File: src/logic/urx_pkg.sv
// constants, field layouts and types of the serial receiver
// Behaviour
// - receive-complete high exactly while buffer holds data
// - receiver disable empties the receive buffer
// - interrupt requested while flag and enables set
// - error flags except overrun travel with each buffered character
// - status writes leave error flags unchanged
// - error flags never raise an interrupt
// - frame error mirrors first stop bit sampled
// - only the first stop bit is checked
// - overrun: buffer full, char waiting, new start
// - overrun clears when a frame enters buffer
// - parity error reads zero while checking disabled
// - checker on by enable bit, odd select
// - parity result buffered, valid until data read
// - disable stops reception at once, frees pin
// - sixteen samples per bit, eight at double speed
// - falling edge starts detection as sample one
// - vote start samples, high majority rejects noise
// - each valid start bit realigns bit timing
// - every bit decided by centre sample majority
// - first stop bit moves character into buffer
package urx_pkg;
	localparam int ADR_W = 5;
	localparam logic [4:0] ADR_STATUS = 5'h00;
	localparam logic [4:0] ADR_CONTROL = 5'h04;
	localparam logic [4:0] ADR_FORMAT = 5'h08;
	localparam logic [4:0] ADR_DATA = 5'h0C;
	localparam logic [4:0] ADR_BAUD = 5'h10;
	// status register bits
	localparam int ST_RX_DONE = 7;
	localparam int ST_FRAME_ERR = 4;
	localparam int ST_OVERRUN = 3;
	localparam int ST_PAR_ERR = 2;
	localparam int ST_DOUBLE = 1;
	// control register bits
	localparam int CT_IRQ_EN = 7;
	localparam int CT_RX_ENABLE = 4;
	localparam int CT_NINTH = 1;
	// frame format register bits
	localparam int FM_PAR_EN = 5;
	localparam int FM_PAR_ODD = 4;
	localparam int FM_STOP = 3;
	localparam int FM_CSZ_LSB = 0;
	localparam logic [2:0] CSZ_NINE = 3'h7;
	localparam logic [2:0] CSZ_RST = 3'h3;
	localparam logic [3:0] CHAR_BASE = 4'h5;
	localparam logic [3:0] CHAR_NINE = 4'h9;
	localparam logic [15:0] BAUD_RST = 16'h000C;
	// oversampling
	localparam logic [4:0] SPB_NORMAL = 5'h10;
	localparam logic [4:0] SPB_DOUBLE = 5'h08;
	localparam logic [4:0] VOTE_NORMAL = 5'h08;
	localparam logic [4:0] VOTE_DOUBLE = 5'h04;
	localparam logic [4:0] VOTE_SPAN = 5'h02;
	localparam logic [4:0] SAMPLE_ONE = 5'h01;
	localparam logic [1:0] FIFO_DEPTH = 2'h2;

	typedef enum logic [2:0] {
		S_IDLE = 3'b000,
		S_START = 3'b001,
		S_DATA = 3'b010,
		S_PARITY = 3'b011,
		S_STOP = 3'b100
	} urx_state_e;

	// one buffered character with its own error flags
	typedef struct packed {
		logic [8:0] data;
		logic frame_err;
		logic par_err;
	} urx_entry_s;
endpackage

File: src/logic/urx_receiver.sv
// serial receiver with oversampled start detection, two-deep buffer and wishbone registers
//
// Implementation choices: the Wishbone slave port and the register offsets.
`timescale 1ns/1ps
module urx_receiver (
	input wire logic clk,
	input wire logic rst_n,
	input wire logic wb_cyc_i,
	input wire logic wb_stb_i,
	input wire logic wb_we_i,
	input wire logic [urx_pkg::ADR_W-1:0] wb_adr_i,
	input wire logic [3:0] wb_sel_i,
	input wire logic [31:0] wb_dat_i,
	output logic [31:0] wb_dat_o,
	output logic wb_ack_o,
	input wire logic rx_i,
	input wire logic global_irq_en,
	output logic rx_irq,
	output logic rx_pin_owned
);
	logic ack_r;
	logic [31:0] dat_r;
	logic irq_en_r;
	logic rx_en_r;
	logic dbl_speed_r;
	logic par_en_r;
	logic par_odd_r;
	logic stop_sel_r;
	logic [2:0] csz_r;
	logic [15:0] baud_div_r, baud_cnt_r;
	logic tick;
	urx_pkg::urx_state_e state_r;
	logic [4:0] samp_r;
	logic [4:0] cur;
	logic [4:0] spb;
	logic [4:0] vfirst;
	logic [3:0] bit_idx_r, nbits;
	logic [2:0] vote_r;
	logic [8:0] shift_r;
	logic par_bit_r;
	logic bit_val;
	logic decide;
	logic frame_done;
	logic valid_start;
	logic overrun;
	logic pend_valid_r, ovr_r;
	urx_pkg::urx_entry_s pend_r;
	urx_pkg::urx_entry_s mem_r [0:1];
	urx_pkg::urx_entry_s head;
	logic rd_ptr_r;
	logic [1:0] count_r;
	logic rx_done;
	logic push;
	logic pop;
	logic req;
	logic wr_ack;
	logic rd_ack;
	logic frame_err_vis, par_err_vis;

	// majority of three samples
	function automatic logic maj3(input logic [2:0] s);
		maj3 = (s[0] & s[1]) | (s[0] & s[2]) | (s[1] & s[2]);
	endfunction

	// data bits per character from the size field
	function automatic logic [3:0] char_bits(input logic [2:0] csz);
		char_bits = (csz == urx_pkg::CSZ_NINE) ? urx_pkg::CHAR_NINE : urx_pkg::CHAR_BASE + {2'h0, csz[1:0]};
	endfunction

	// bus request qualifiers
	assign req = wb_cyc_i & wb_stb_i;
	assign wr_ack = req & wb_we_i & ack_r;
	assign rd_ack = req & ~wb_we_i & ack_r;

	// buffer status
	assign rx_done = (count_r != 2'h0);
	assign head = mem_r[rd_ptr_r];
	assign frame_err_vis = rx_done & head.frame_err;
	assign par_err_vis = rx_done & head.par_err & par_en_r;
	assign pop = rd_ack & (wb_adr_i == urx_pkg::ADR_DATA) & rx_done;
	assign push = pend_valid_r & (count_r != urx_pkg::FIFO_DEPTH) & rx_en_r;

	// interrupt only from the receive-complete flag, never from errors
	assign rx_irq = irq_en_r & rx_done & global_irq_en;
	assign rx_pin_owned = rx_en_r;
	assign wb_ack_o = ack_r;
	assign wb_dat_o = dat_r;

	// one wait state: ack rises the cycle after the request and drops after one cycle
	always_ff @(posedge clk) begin
		if (!rst_n) begin
			ack_r <= 1'b0;
		end else begin
			ack_r <= req & ~ack_r;
		end
	end

	// read data captured together with the rising ack
	always_ff @(posedge clk) begin
		if (!rst_n) begin
			dat_r <= 32'h0000_0000;
		end else if (req & ~ack_r) begin
			dat_r <= 32'h0000_0000;
			case (wb_adr_i)
				urx_pkg::ADR_STATUS: begin
					dat_r[urx_pkg::ST_RX_DONE] <= rx_done;
					dat_r[urx_pkg::ST_FRAME_ERR] <= frame_err_vis;
					dat_r[urx_pkg::ST_OVERRUN] <= ovr_r;
					dat_r[urx_pkg::ST_PAR_ERR] <= par_err_vis;
					dat_r[urx_pkg::ST_DOUBLE] <= dbl_speed_r;
				end
				urx_pkg::ADR_CONTROL: begin
					dat_r[urx_pkg::CT_IRQ_EN] <= irq_en_r;
					dat_r[urx_pkg::CT_RX_ENABLE] <= rx_en_r;
					dat_r[urx_pkg::CT_NINTH] <= rx_done & head.data[8];
				end
				urx_pkg::ADR_FORMAT: begin
					dat_r[urx_pkg::FM_PAR_EN] <= par_en_r;
					dat_r[urx_pkg::FM_PAR_ODD] <= par_odd_r;
					dat_r[urx_pkg::FM_STOP] <= stop_sel_r;
					dat_r[urx_pkg::FM_CSZ_LSB +: 3] <= csz_r;
				end
				urx_pkg::ADR_DATA: dat_r[7:0] <= rx_done ? head.data[7:0] : 8'h00;
				urx_pkg::ADR_BAUD: dat_r[15:0] <= baud_div_r;
				default: dat_r <= 32'h0000_0000;
			endcase
		end
	end

	// software-written configuration; error flags in status are not writable
	always_ff @(posedge clk) begin
		if (!rst_n) begin
			irq_en_r <= 1'b0;
			rx_en_r <= 1'b0;
			dbl_speed_r <= 1'b0;
			par_en_r <= 1'b0;
			par_odd_r <= 1'b0;
			stop_sel_r <= 1'b0;
			csz_r <= urx_pkg::CSZ_RST;
			baud_div_r <= urx_pkg::BAUD_RST;
		end else if (wr_ack) begin
			case (wb_adr_i)
				urx_pkg::ADR_STATUS: if (wb_sel_i[0]) dbl_speed_r <= wb_dat_i[urx_pkg::ST_DOUBLE];
				urx_pkg::ADR_CONTROL: if (wb_sel_i[0]) begin
					irq_en_r <= wb_dat_i[urx_pkg::CT_IRQ_EN];
					rx_en_r <= wb_dat_i[urx_pkg::CT_RX_ENABLE];
				end
				urx_pkg::ADR_FORMAT: if (wb_sel_i[0]) begin
					par_en_r <= wb_dat_i[urx_pkg::FM_PAR_EN];
					par_odd_r <= wb_dat_i[urx_pkg::FM_PAR_ODD];
					stop_sel_r <= wb_dat_i[urx_pkg::FM_STOP];
					csz_r <= wb_dat_i[urx_pkg::FM_CSZ_LSB +: 3];
				end
				urx_pkg::ADR_BAUD: begin
					if (wb_sel_i[0]) baud_div_r[7:0] <= wb_dat_i[7:0];
					if (wb_sel_i[1]) baud_div_r[15:8] <= wb_dat_i[15:8];
				end
				default: ;
			endcase
		end
	end

	// oversampling tick divider, held while the receiver is off
	assign tick = rx_en_r & (baud_cnt_r == baud_div_r);
	always_ff @(posedge clk) begin
		if (!rst_n || !rx_en_r || tick) begin
			baud_cnt_r <= 16'h0000;
		end else begin
			baud_cnt_r <= baud_cnt_r + 16'h0001;
		end
	end

	// sample timing and bit decisions
	assign spb = dbl_speed_r ? urx_pkg::SPB_DOUBLE : urx_pkg::SPB_NORMAL;
	assign vfirst = dbl_speed_r ? urx_pkg::VOTE_DOUBLE : urx_pkg::VOTE_NORMAL;
	assign cur = samp_r + urx_pkg::SAMPLE_ONE;
	assign nbits = char_bits(csz_r);
	assign bit_val = maj3({vote_r[1:0], rx_i});
	assign decide = tick & (state_r != urx_pkg::S_IDLE) & (cur == vfirst + urx_pkg::VOTE_SPAN);
	assign valid_start = decide & (state_r == urx_pkg::S_START) & ~bit_val;
	assign frame_done = decide & (state_r == urx_pkg::S_STOP);
	assign overrun = valid_start & pend_valid_r & (count_r == urx_pkg::FIFO_DEPTH);

	// receive state machine; disable abandons any frame at once
	always_ff @(posedge clk) begin
		if (!rst_n || !rx_en_r) begin
			state_r <= urx_pkg::S_IDLE;
			samp_r <= 5'h00;
			bit_idx_r <= 4'h0;
		end else if (tick) begin
			case (state_r)
				urx_pkg::S_IDLE: begin
					if (vote_r[0] & ~rx_i) begin
						state_r <= urx_pkg::S_START;
						samp_r <= urx_pkg::SAMPLE_ONE;
					end
				end
				urx_pkg::S_START: begin
					if (decide & bit_val) begin
						state_r <= urx_pkg::S_IDLE;
					end else if (cur == spb) begin
						state_r <= urx_pkg::S_DATA;
						samp_r <= 5'h00;
						bit_idx_r <= 4'h0;
					end else begin
						samp_r <= cur;
					end
				end
				urx_pkg::S_DATA: begin
					if (cur == spb) begin
						samp_r <= 5'h00;
						bit_idx_r <= bit_idx_r + 4'h1;
						if (bit_idx_r == nbits - 4'h1) begin
							state_r <= par_en_r ? urx_pkg::S_PARITY : urx_pkg::S_STOP;
						end
					end else begin
						samp_r <= cur;
					end
				end
				urx_pkg::S_PARITY: begin
					if (cur == spb) begin
						state_r <= urx_pkg::S_STOP;
						samp_r <= 5'h00;
					end else begin
						samp_r <= cur;
					end
				end
				urx_pkg::S_STOP: begin
					if (decide) begin
						state_r <= urx_pkg::S_IDLE;
						samp_r <= 5'h00;
					end else begin
						samp_r <= cur;
					end
				end
				default: state_r <= urx_pkg::S_IDLE;
			endcase
		end
	end

	// sample history; vote_r[0] also serves as the previous line level for edge search
	always_ff @(posedge clk) begin
		if (!rst_n) begin
			vote_r <= 3'h7;
		end else if (!rx_en_r) begin
			vote_r <= 3'h7; // idle level, so no false edge after enable
		end else if (tick) begin
			vote_r <= {vote_r[1:0], rx_i};
		end
	end

	// shift register for data bits and the parity bit
	always_ff @(posedge clk) begin
		if (!rst_n) begin
			shift_r <= 9'h000;
			par_bit_r <= 1'b0;
		end else if (valid_start) begin
			shift_r <= 9'h000;
		end else if (decide && state_r == urx_pkg::S_DATA) begin
			shift_r[bit_idx_r] <= bit_val;
		end else if (decide && state_r == urx_pkg::S_PARITY) begin
			par_bit_r <= bit_val;
		end
	end

	// completed frame waits here while the buffer is full
	always_ff @(posedge clk) begin
		if (!rst_n) begin
			pend_valid_r <= 1'b0;
			pend_r <= '0;
		end else if (!rx_en_r) begin
			pend_valid_r <= 1'b0;
		end else if (frame_done) begin
			pend_valid_r <= 1'b1;
			pend_r.data <= shift_r;
			pend_r.frame_err <= ~bit_val;
			pend_r.par_err <= par_en_r & (^shift_r ^ par_odd_r ^ par_bit_r);
		end else if (push || overrun) begin
			pend_valid_r <= 1'b0;
		end
	end

	// overrun flag: set on loss, cleared by the next successful transfer, set wins
	always_ff @(posedge clk) begin
		if (!rst_n || !rx_en_r) begin
			ovr_r <= 1'b0;
		end else if (overrun) begin
			ovr_r <= 1'b1;
		end else if (push) begin
			ovr_r <= 1'b0;
		end
	end

	// two-entry receive buffer, flushed when the receiver is disabled
	always_ff @(posedge clk) begin
		if (!rst_n || !rx_en_r) begin
			count_r <= 2'h0;
			rd_ptr_r <= 1'b0;
		end else begin
			count_r <= count_r + {1'b0, push} - {1'b0, pop};
			if (pop) rd_ptr_r <= ~rd_ptr_r;
		end
	end

	// buffer storage written at the tail
	always_ff @(posedge clk) begin
		if (!rst_n) begin
			mem_r[0] <= '0;
			mem_r[1] <= '0;
		end else if (push) begin
			mem_r[rd_ptr_r ^ count_r[0]] <= pend_r;
		end
	end
endmodule

File: config.mk
export PLATFORM = sky130hd
export DESIGN_NAME = urx_receiver
export DESIGN_NICKNAME = d
export VERILOG_FILES = /design/src/logic/urx_pkg.sv /design/src/logic/urx_receiver.sv
export SDC_FILE = /design/constraint.sdc
export NUM_CORES = 1
export LEC_CHECK = 0
export BUFFER_PORTS_ARGS = -buffer_cell sky130_fd_sc_hd__buf_4
export CAP_MARGIN = 15
export CELL_PAD_IN_SITES_DETAIL_PLACEMENT = 1
export CELL_PAD_IN_SITES_GLOBAL_PLACEMENT = 2
export CORE_UTILIZATION = 30
export CTS_BUF_LIST = sky130_fd_sc_hd__clkbuf_4
export CTS_CLUSTER_SIZE = 14
export DETAILED_ROUTE_END_ITERATION = 8
export GPL_TIMING_DRIVEN = 0
export PLACE_DENSITY_LB_ADDON = 0.1
export SYNTH_ARGS = -nofsm -noshare
export SYNTH_HDL_FRONTEND = slang
export SYNTH_SLANG_ARGS = --single-unit
File: constraint.sdc
create_clock -name clk -period 2.6 [get_ports clk]
set_clock_uncertainty 0.2 [all_clocks]
set_input_delay 0.13 -clock clk [delete_from_list [all_inputs] [get_ports clk]]
set_output_delay 0.13 -clock clk [all_outputs]
set_load 0.05 [all_outputs]
# Word level (Yosys, flattened, before mapping)
# Memories as Yosys holds them, arrays and structs flattened. A register that Yosys moved wholly into a read port is not among the register bits.
# Cells that the tools add are included.
# totals
latch_bits,0
memories,1
reg_bits,98
in_bits,48
mem_bits_rw,22
mem_bits_ro,0
# classes
addsub,8
div_mod_pow,0
n_eq_ne,23
reduce_logical,31
n_mux,46
bitwise_logic,43
n_mul,0
magnitude_cmp,2
shifts,0
# mem_list
name,words,width,rd,rd_ports_with_merged_regs,write_ports,line_no,rtl
mem_r,2,11,1,1,2,urx_receiver.sv:48,urx_pkg::urx_entry_s mem_r [0:1];
# op_table
cell,count
AND 1 bit,30
two-way mux 5 bit,5
two-way mux 3 bit,8
two-way mux 4 bit,5
one-hot mux 5 bit (4 select lines),1
AND reduction 3 bit,6
"adder 16 x 1 -> 16 bit, second input constant",1
equality test 16 bit,1
two-way mux 8 bit,2
one-hot mux 3 bit (5 select lines),1
"inequality test 2 bit, second input constant",7
two-way mux 1 bit,13
two-way mux 11 bit,1
OR reduction 11 bit,1
"equality test 5 x 4 -> 1 bit, second input constant",2
equality test 5 bit,2
one-hot mux 1 bit (5 select lines),2
bitwise mux 9 bit,1
XOR reduction 9 bit,1
NOT 1 bit,8
one-hot mux 2 bit (4 select lines),1
one-hot mux 4 bit (2 select lines),1
nonzero test 2 bit,4
AND reduction 7 bit,1
other kinds (35),48

# Depth between registers and ports, before layout
# logic_depth
word_depth,11
mapped_depth,11
depth_no_buf,9

# Worst setup path before layout
# Ideal clock, no wire load.
# synth_path
path_type,flip-flop to flip-flop
start,reg samp_r[0]
end,reg state_r[0]
path_buffers,1
path_stages_with_launch,10
arrival_ns,2.505
setup_slack_ns,-0.226
required_time_ns,2.279
setup_ns,0.121
cell_sequence,dfxtp_1 ha_1 buf_2 or2_0 mux4_2 nand2_2 and4_4 a21oi_2 or4b_4 mux2_4
# synth_via
elab_chain_cells,6
elab_cells_between_ends,12
# synth_lines
item,line_no,rtl
start: declaration,urx_receiver.sv:33,logic [4:0] samp_r;
start signal: assignment,urx_receiver.sv:195,samp_r <= urx_pkg::SAMPLE_ONE;
start signal: assignment,urx_receiver.sv:206,samp_r <= cur;
start signal: assignment,urx_receiver.sv:217,samp_r <= cur;
adder 5 x 1 -> 5 bit (*),urx_receiver.sv:176,assign cur = samp_r + urx_pkg::SAMPLE_ONE;
equality test 5 bit,urx_receiver.sv:179,assign decide = tick & (state_r != urx_pkg::S_IDLE) & (cur == vfirst + urx_pkg::VOTE_SPAN);
AND 1 bit,urx_receiver.sv:179,
AND 1 bit,urx_receiver.sv:199,if (decide & bit_val) begin
inequality test 3 x 1 -> 1 bit (no line) or two-way mux 3 bit (tied branches),n/a,
AND reduction 7 bit (no line) or one-hot mux 3 bit (5 select lines) (tied branches),n/a,
end signal: assignment,urx_receiver.sv:187,state_r <= urx_pkg::S_IDLE;
end signal: assignment,urx_receiver.sv:200,state_r <= urx_pkg::S_IDLE;
end signal: assignment,urx_receiver.sv:202,state_r <= urx_pkg::S_DATA;
end: declaration,urx_receiver.sv:32,urx_pkg::urx_state_e state_r;
# Mark *: on every way between the ends. The rest lies on a longest branch, timed or not.
# A chain may end at the register's enable or synchronous reset.

# Worst setup path after layout
# Ends and elaborated chain as after synthesis.

==> impl_metrics.env <==
export IMPL_pre_cts_ws_ps=-649.3
export IMPL_wirelength_mm=18.40
export IMPL_synth_area_leaders="dfxtp_1 33%, edfxtp_1 11%, mux2i_1 5.6%"
export IMPL_grt_pass1_vias=5392
export IMPL_synthTopCellsByCount="99 x dfxtp_1, 77 x nand2_1, 52 x nor2_1, 41 x nand3_1, 34 x mux2i_1"
export IMPL_ir_worst_vdd_uv=224.3
export IMPL_slew_viol_final=0
export IMPL_synth_edf_count=22
export IMPL_hold_viol=0
export IMPL_fin_ws_ps=-153.6
export IMPL_via_per_inst=4.821
export IMPL_final_area_um2=7769
export IMPL_initial_core_util_pct=30.89
export IMPL_reg2regPathDepth=8
export IMPL_dieArea_um2=20810
export IMPL_synthDistinctLibCells=65
export IMPL_portBuffers=47
export IMPL_dr_pass1_iters=4
export IMPL_hp_start="wb_adr_i[4]"
export IMPL_synth_ff_type="dfxtp_1"
export IMPL_drc_errors=0
export IMPL_synth_top_area_share_pct=32.65
export IMPL_htreeDepth=4
export IMPL_startpoint="samp_r[0]$_SDFFE_PN0P_"
export IMPL_dr_first_iter_drc_count=156
export IMPL_antenna_found_initial=1
export IMPL_final_antenna_net_count=0
export IMPL_cts_num_sinks=121
export IMPL_final_nets=854
export IMPL_dp_hpwl_mm=13.63
export IMPL_hp_class="in2reg"
export IMPL_ys_seq_area_share_pct=43.53
export IMPL_syn_inst=664
export IMPL_cp_end_kind="register"
export IMPL_arrival_ps=3000
export IMPL_start_kind="register"
export IMPL_period_needed_ps=2754
export IMPL_outcome="complete, but fails checks"
export IMPL_drive_above_1_share_pct=19.83
export IMPL_die_y_um=144.3
export IMPL_track_usage_pct=18.65
export IMPL_cts_root_buffer="clkbuf_4"
export IMPL_ys_warn_count=0
export IMPL_clk_latency_ps=540
export IMPL_cp_required_ps=2850
export IMPL_power_density_nw_per_um2=459.5
export IMPL_yosysTopAreaCell="dfxtp_1"
export IMPL_hold_depth=5
export IMPL_rsz0062_at_grt="yes"
export IMPL_max_slew_margin_pct=50.02
export IMPL_overflow=0
export IMPL_max_freq_mhz=363.2
export IMPL_wl_per_cell_um=17.15
export IMPL_syn_to_final_growth_pct=27.97
export IMPL_clock_path_buffers=2
export IMPL_cts_buffers_inserted=17
export IMPL_r2r_start="samp_r[0]$_SDFFE_PN0P_"
export IMPL_row_count=51
export IMPL_worstMarginPinSlew_ps=749.6
export IMPL_io_pins=83
export IMPL_place_gp_congestion=0.7340
export IMPL_grt_max_degree=17
export IMPL_crit_type="reg2reg"
export IMPL_post_synth_cell_area_avg_um2=9.143
export IMPL_async_flop_share_pct=0
export IMPL_cp_max_fo=8
export IMPL_synth_area_um2=6071
export IMPL_setup_viol=7
export IMPL_grt_pass1_wl_mm=28.99
export IMPL_postPlaceCellArea_um2=6847
export IMPL_num_vias=5173
export IMPL_p_leak_nw=3.034
export IMPL_core_area_um2=19650
export IMPL_post_synth_top_count_cell="dfxtp_1"
export IMPL_violations="negative setup slack"
export IMPL_clk_pin_slew_ps=130
export IMPL_cts_tree="done"
export IMPL_ys_seq_elements=121
export IMPL_cap_violations=0
export IMPL_die_x_um=144.3
export IMPL_finalCritPeriodShare_pct=105.9
[report_power, final]
group | switching (mW) | internal (mW) | total, mW
sequential | 0.00930 | 1.93 | 1.94
clock | 0.790 | 0.569 | 1.36
combinational | 0.166 | 0.108 | 0.274
total | 0.965 | 2.60 | 3.57
[kinds of logic after synthesis]
kind of cell | synth area share, %
other | 0.06177
AO/OA/AOI/OAI | 12.70
flip-flops | 43.53
buffers and inverters | 4.905
AND/OR/NAND/NOR | 22.96
XOR/XNOR | 6.781
adder cells (fa/ha/maj) | 2.473
multiplexers | 6.595
[cells in the final DEF (no fill, tap or decap), drive strengths merged, types with 12 or more instances in the layout]
cell          n
edfxtp       22
nor2b        19
and3         12
mux2i        34
clkbuf       38
nor2         52
and2         28
nor3         13
xor2         16
dlygate4sd3  39
conb         16
a21oi        25
buf          83
ha           12
o21ai        13
nand2        78
inv          13
xnor2        31
a21boi       26
nand3        41
dfxtp        99
[worst max-delay path, stage by stage (launching register included)]
cell and delay (ps):
dfxtp_4 380, ha_4 190, or2_0 190, mux4_2 470, nand2_2 90, and4_4 240
a21oi_2 50, or4b_4 530, mux2_4 310
[stage by stage]
stage                     total power [mW]  instances  setup TNS [ps]  hold slack [ps]  utilization [%]
after detailed placement             2.223        993           -7402            176.9            34.84
final                                3.570       1073          -645.3            22.16            39.53
after CTS                            3.630       1069           -1190            16.19            39.04
after global placement               2.218        991          -11980            172.7            34.76
after floorplan                      2.133        679          -160.8            53.97                -
after global routing                 3.737       1073           -2930            4.615            39.53
[area by class of cell]
class	count	area [um2]
Antenna cell	1	2.502
Buffer	42	249.0
Clock buffer	17	127.6
Clock inverter	15	152.6
Fill cell	2335	11890
Inverter	11	41.29
Multi-Input combinational cell	499	3321
Sequential cell	121	2655
Tap cell	265	331.6
Timing Repair Buffer	102	888.4
[routing by layer]
metal | share of wire (%) | global-route usage, %
met5 | 0 | 0
met4 | 1.6 | 5.152
met3 | 3.0 | 4.238
met2 | 52 | 33.61
met1 | 44 | 22.03
[final timing paths]
kind | to | slack [ps]
worst max-delay path | state_r[0]$_SDFFE_PN0P_ | -150
worst min-delay path | baud_div_r[1]$_SDFFE_PN0P_ | 20
worst max register to register | state_r[0]$_SDFFE_PN0P_ | -150
worst min register to register | wb_dat_o[12]$_SDFFE_PN0P_ | 270
[timing repair]
action	CTS	global route
cloned	1	0
pin swaps	3	5
hold buffers	39	0
endpoints found under the setup margin	44	57
hold endpoints to repair	44	0
buffers inserted	8	5
resized for setup	22	16
[registers in the layout, indices dropped and copies added (netlist names), 2 cells and up, named ones only]
signal / flops
mem_r: 22
baud_cnt_r: 16
baud_div_r: 16
wb_dat_o: 16
pend_r: 11
shift_r: 9
samp_r: 5
bit_idx_r: 4
csz_r: 3
state_r: 3
count_r: 2
vote_r: 2
(Power assumes the default switching activity.)
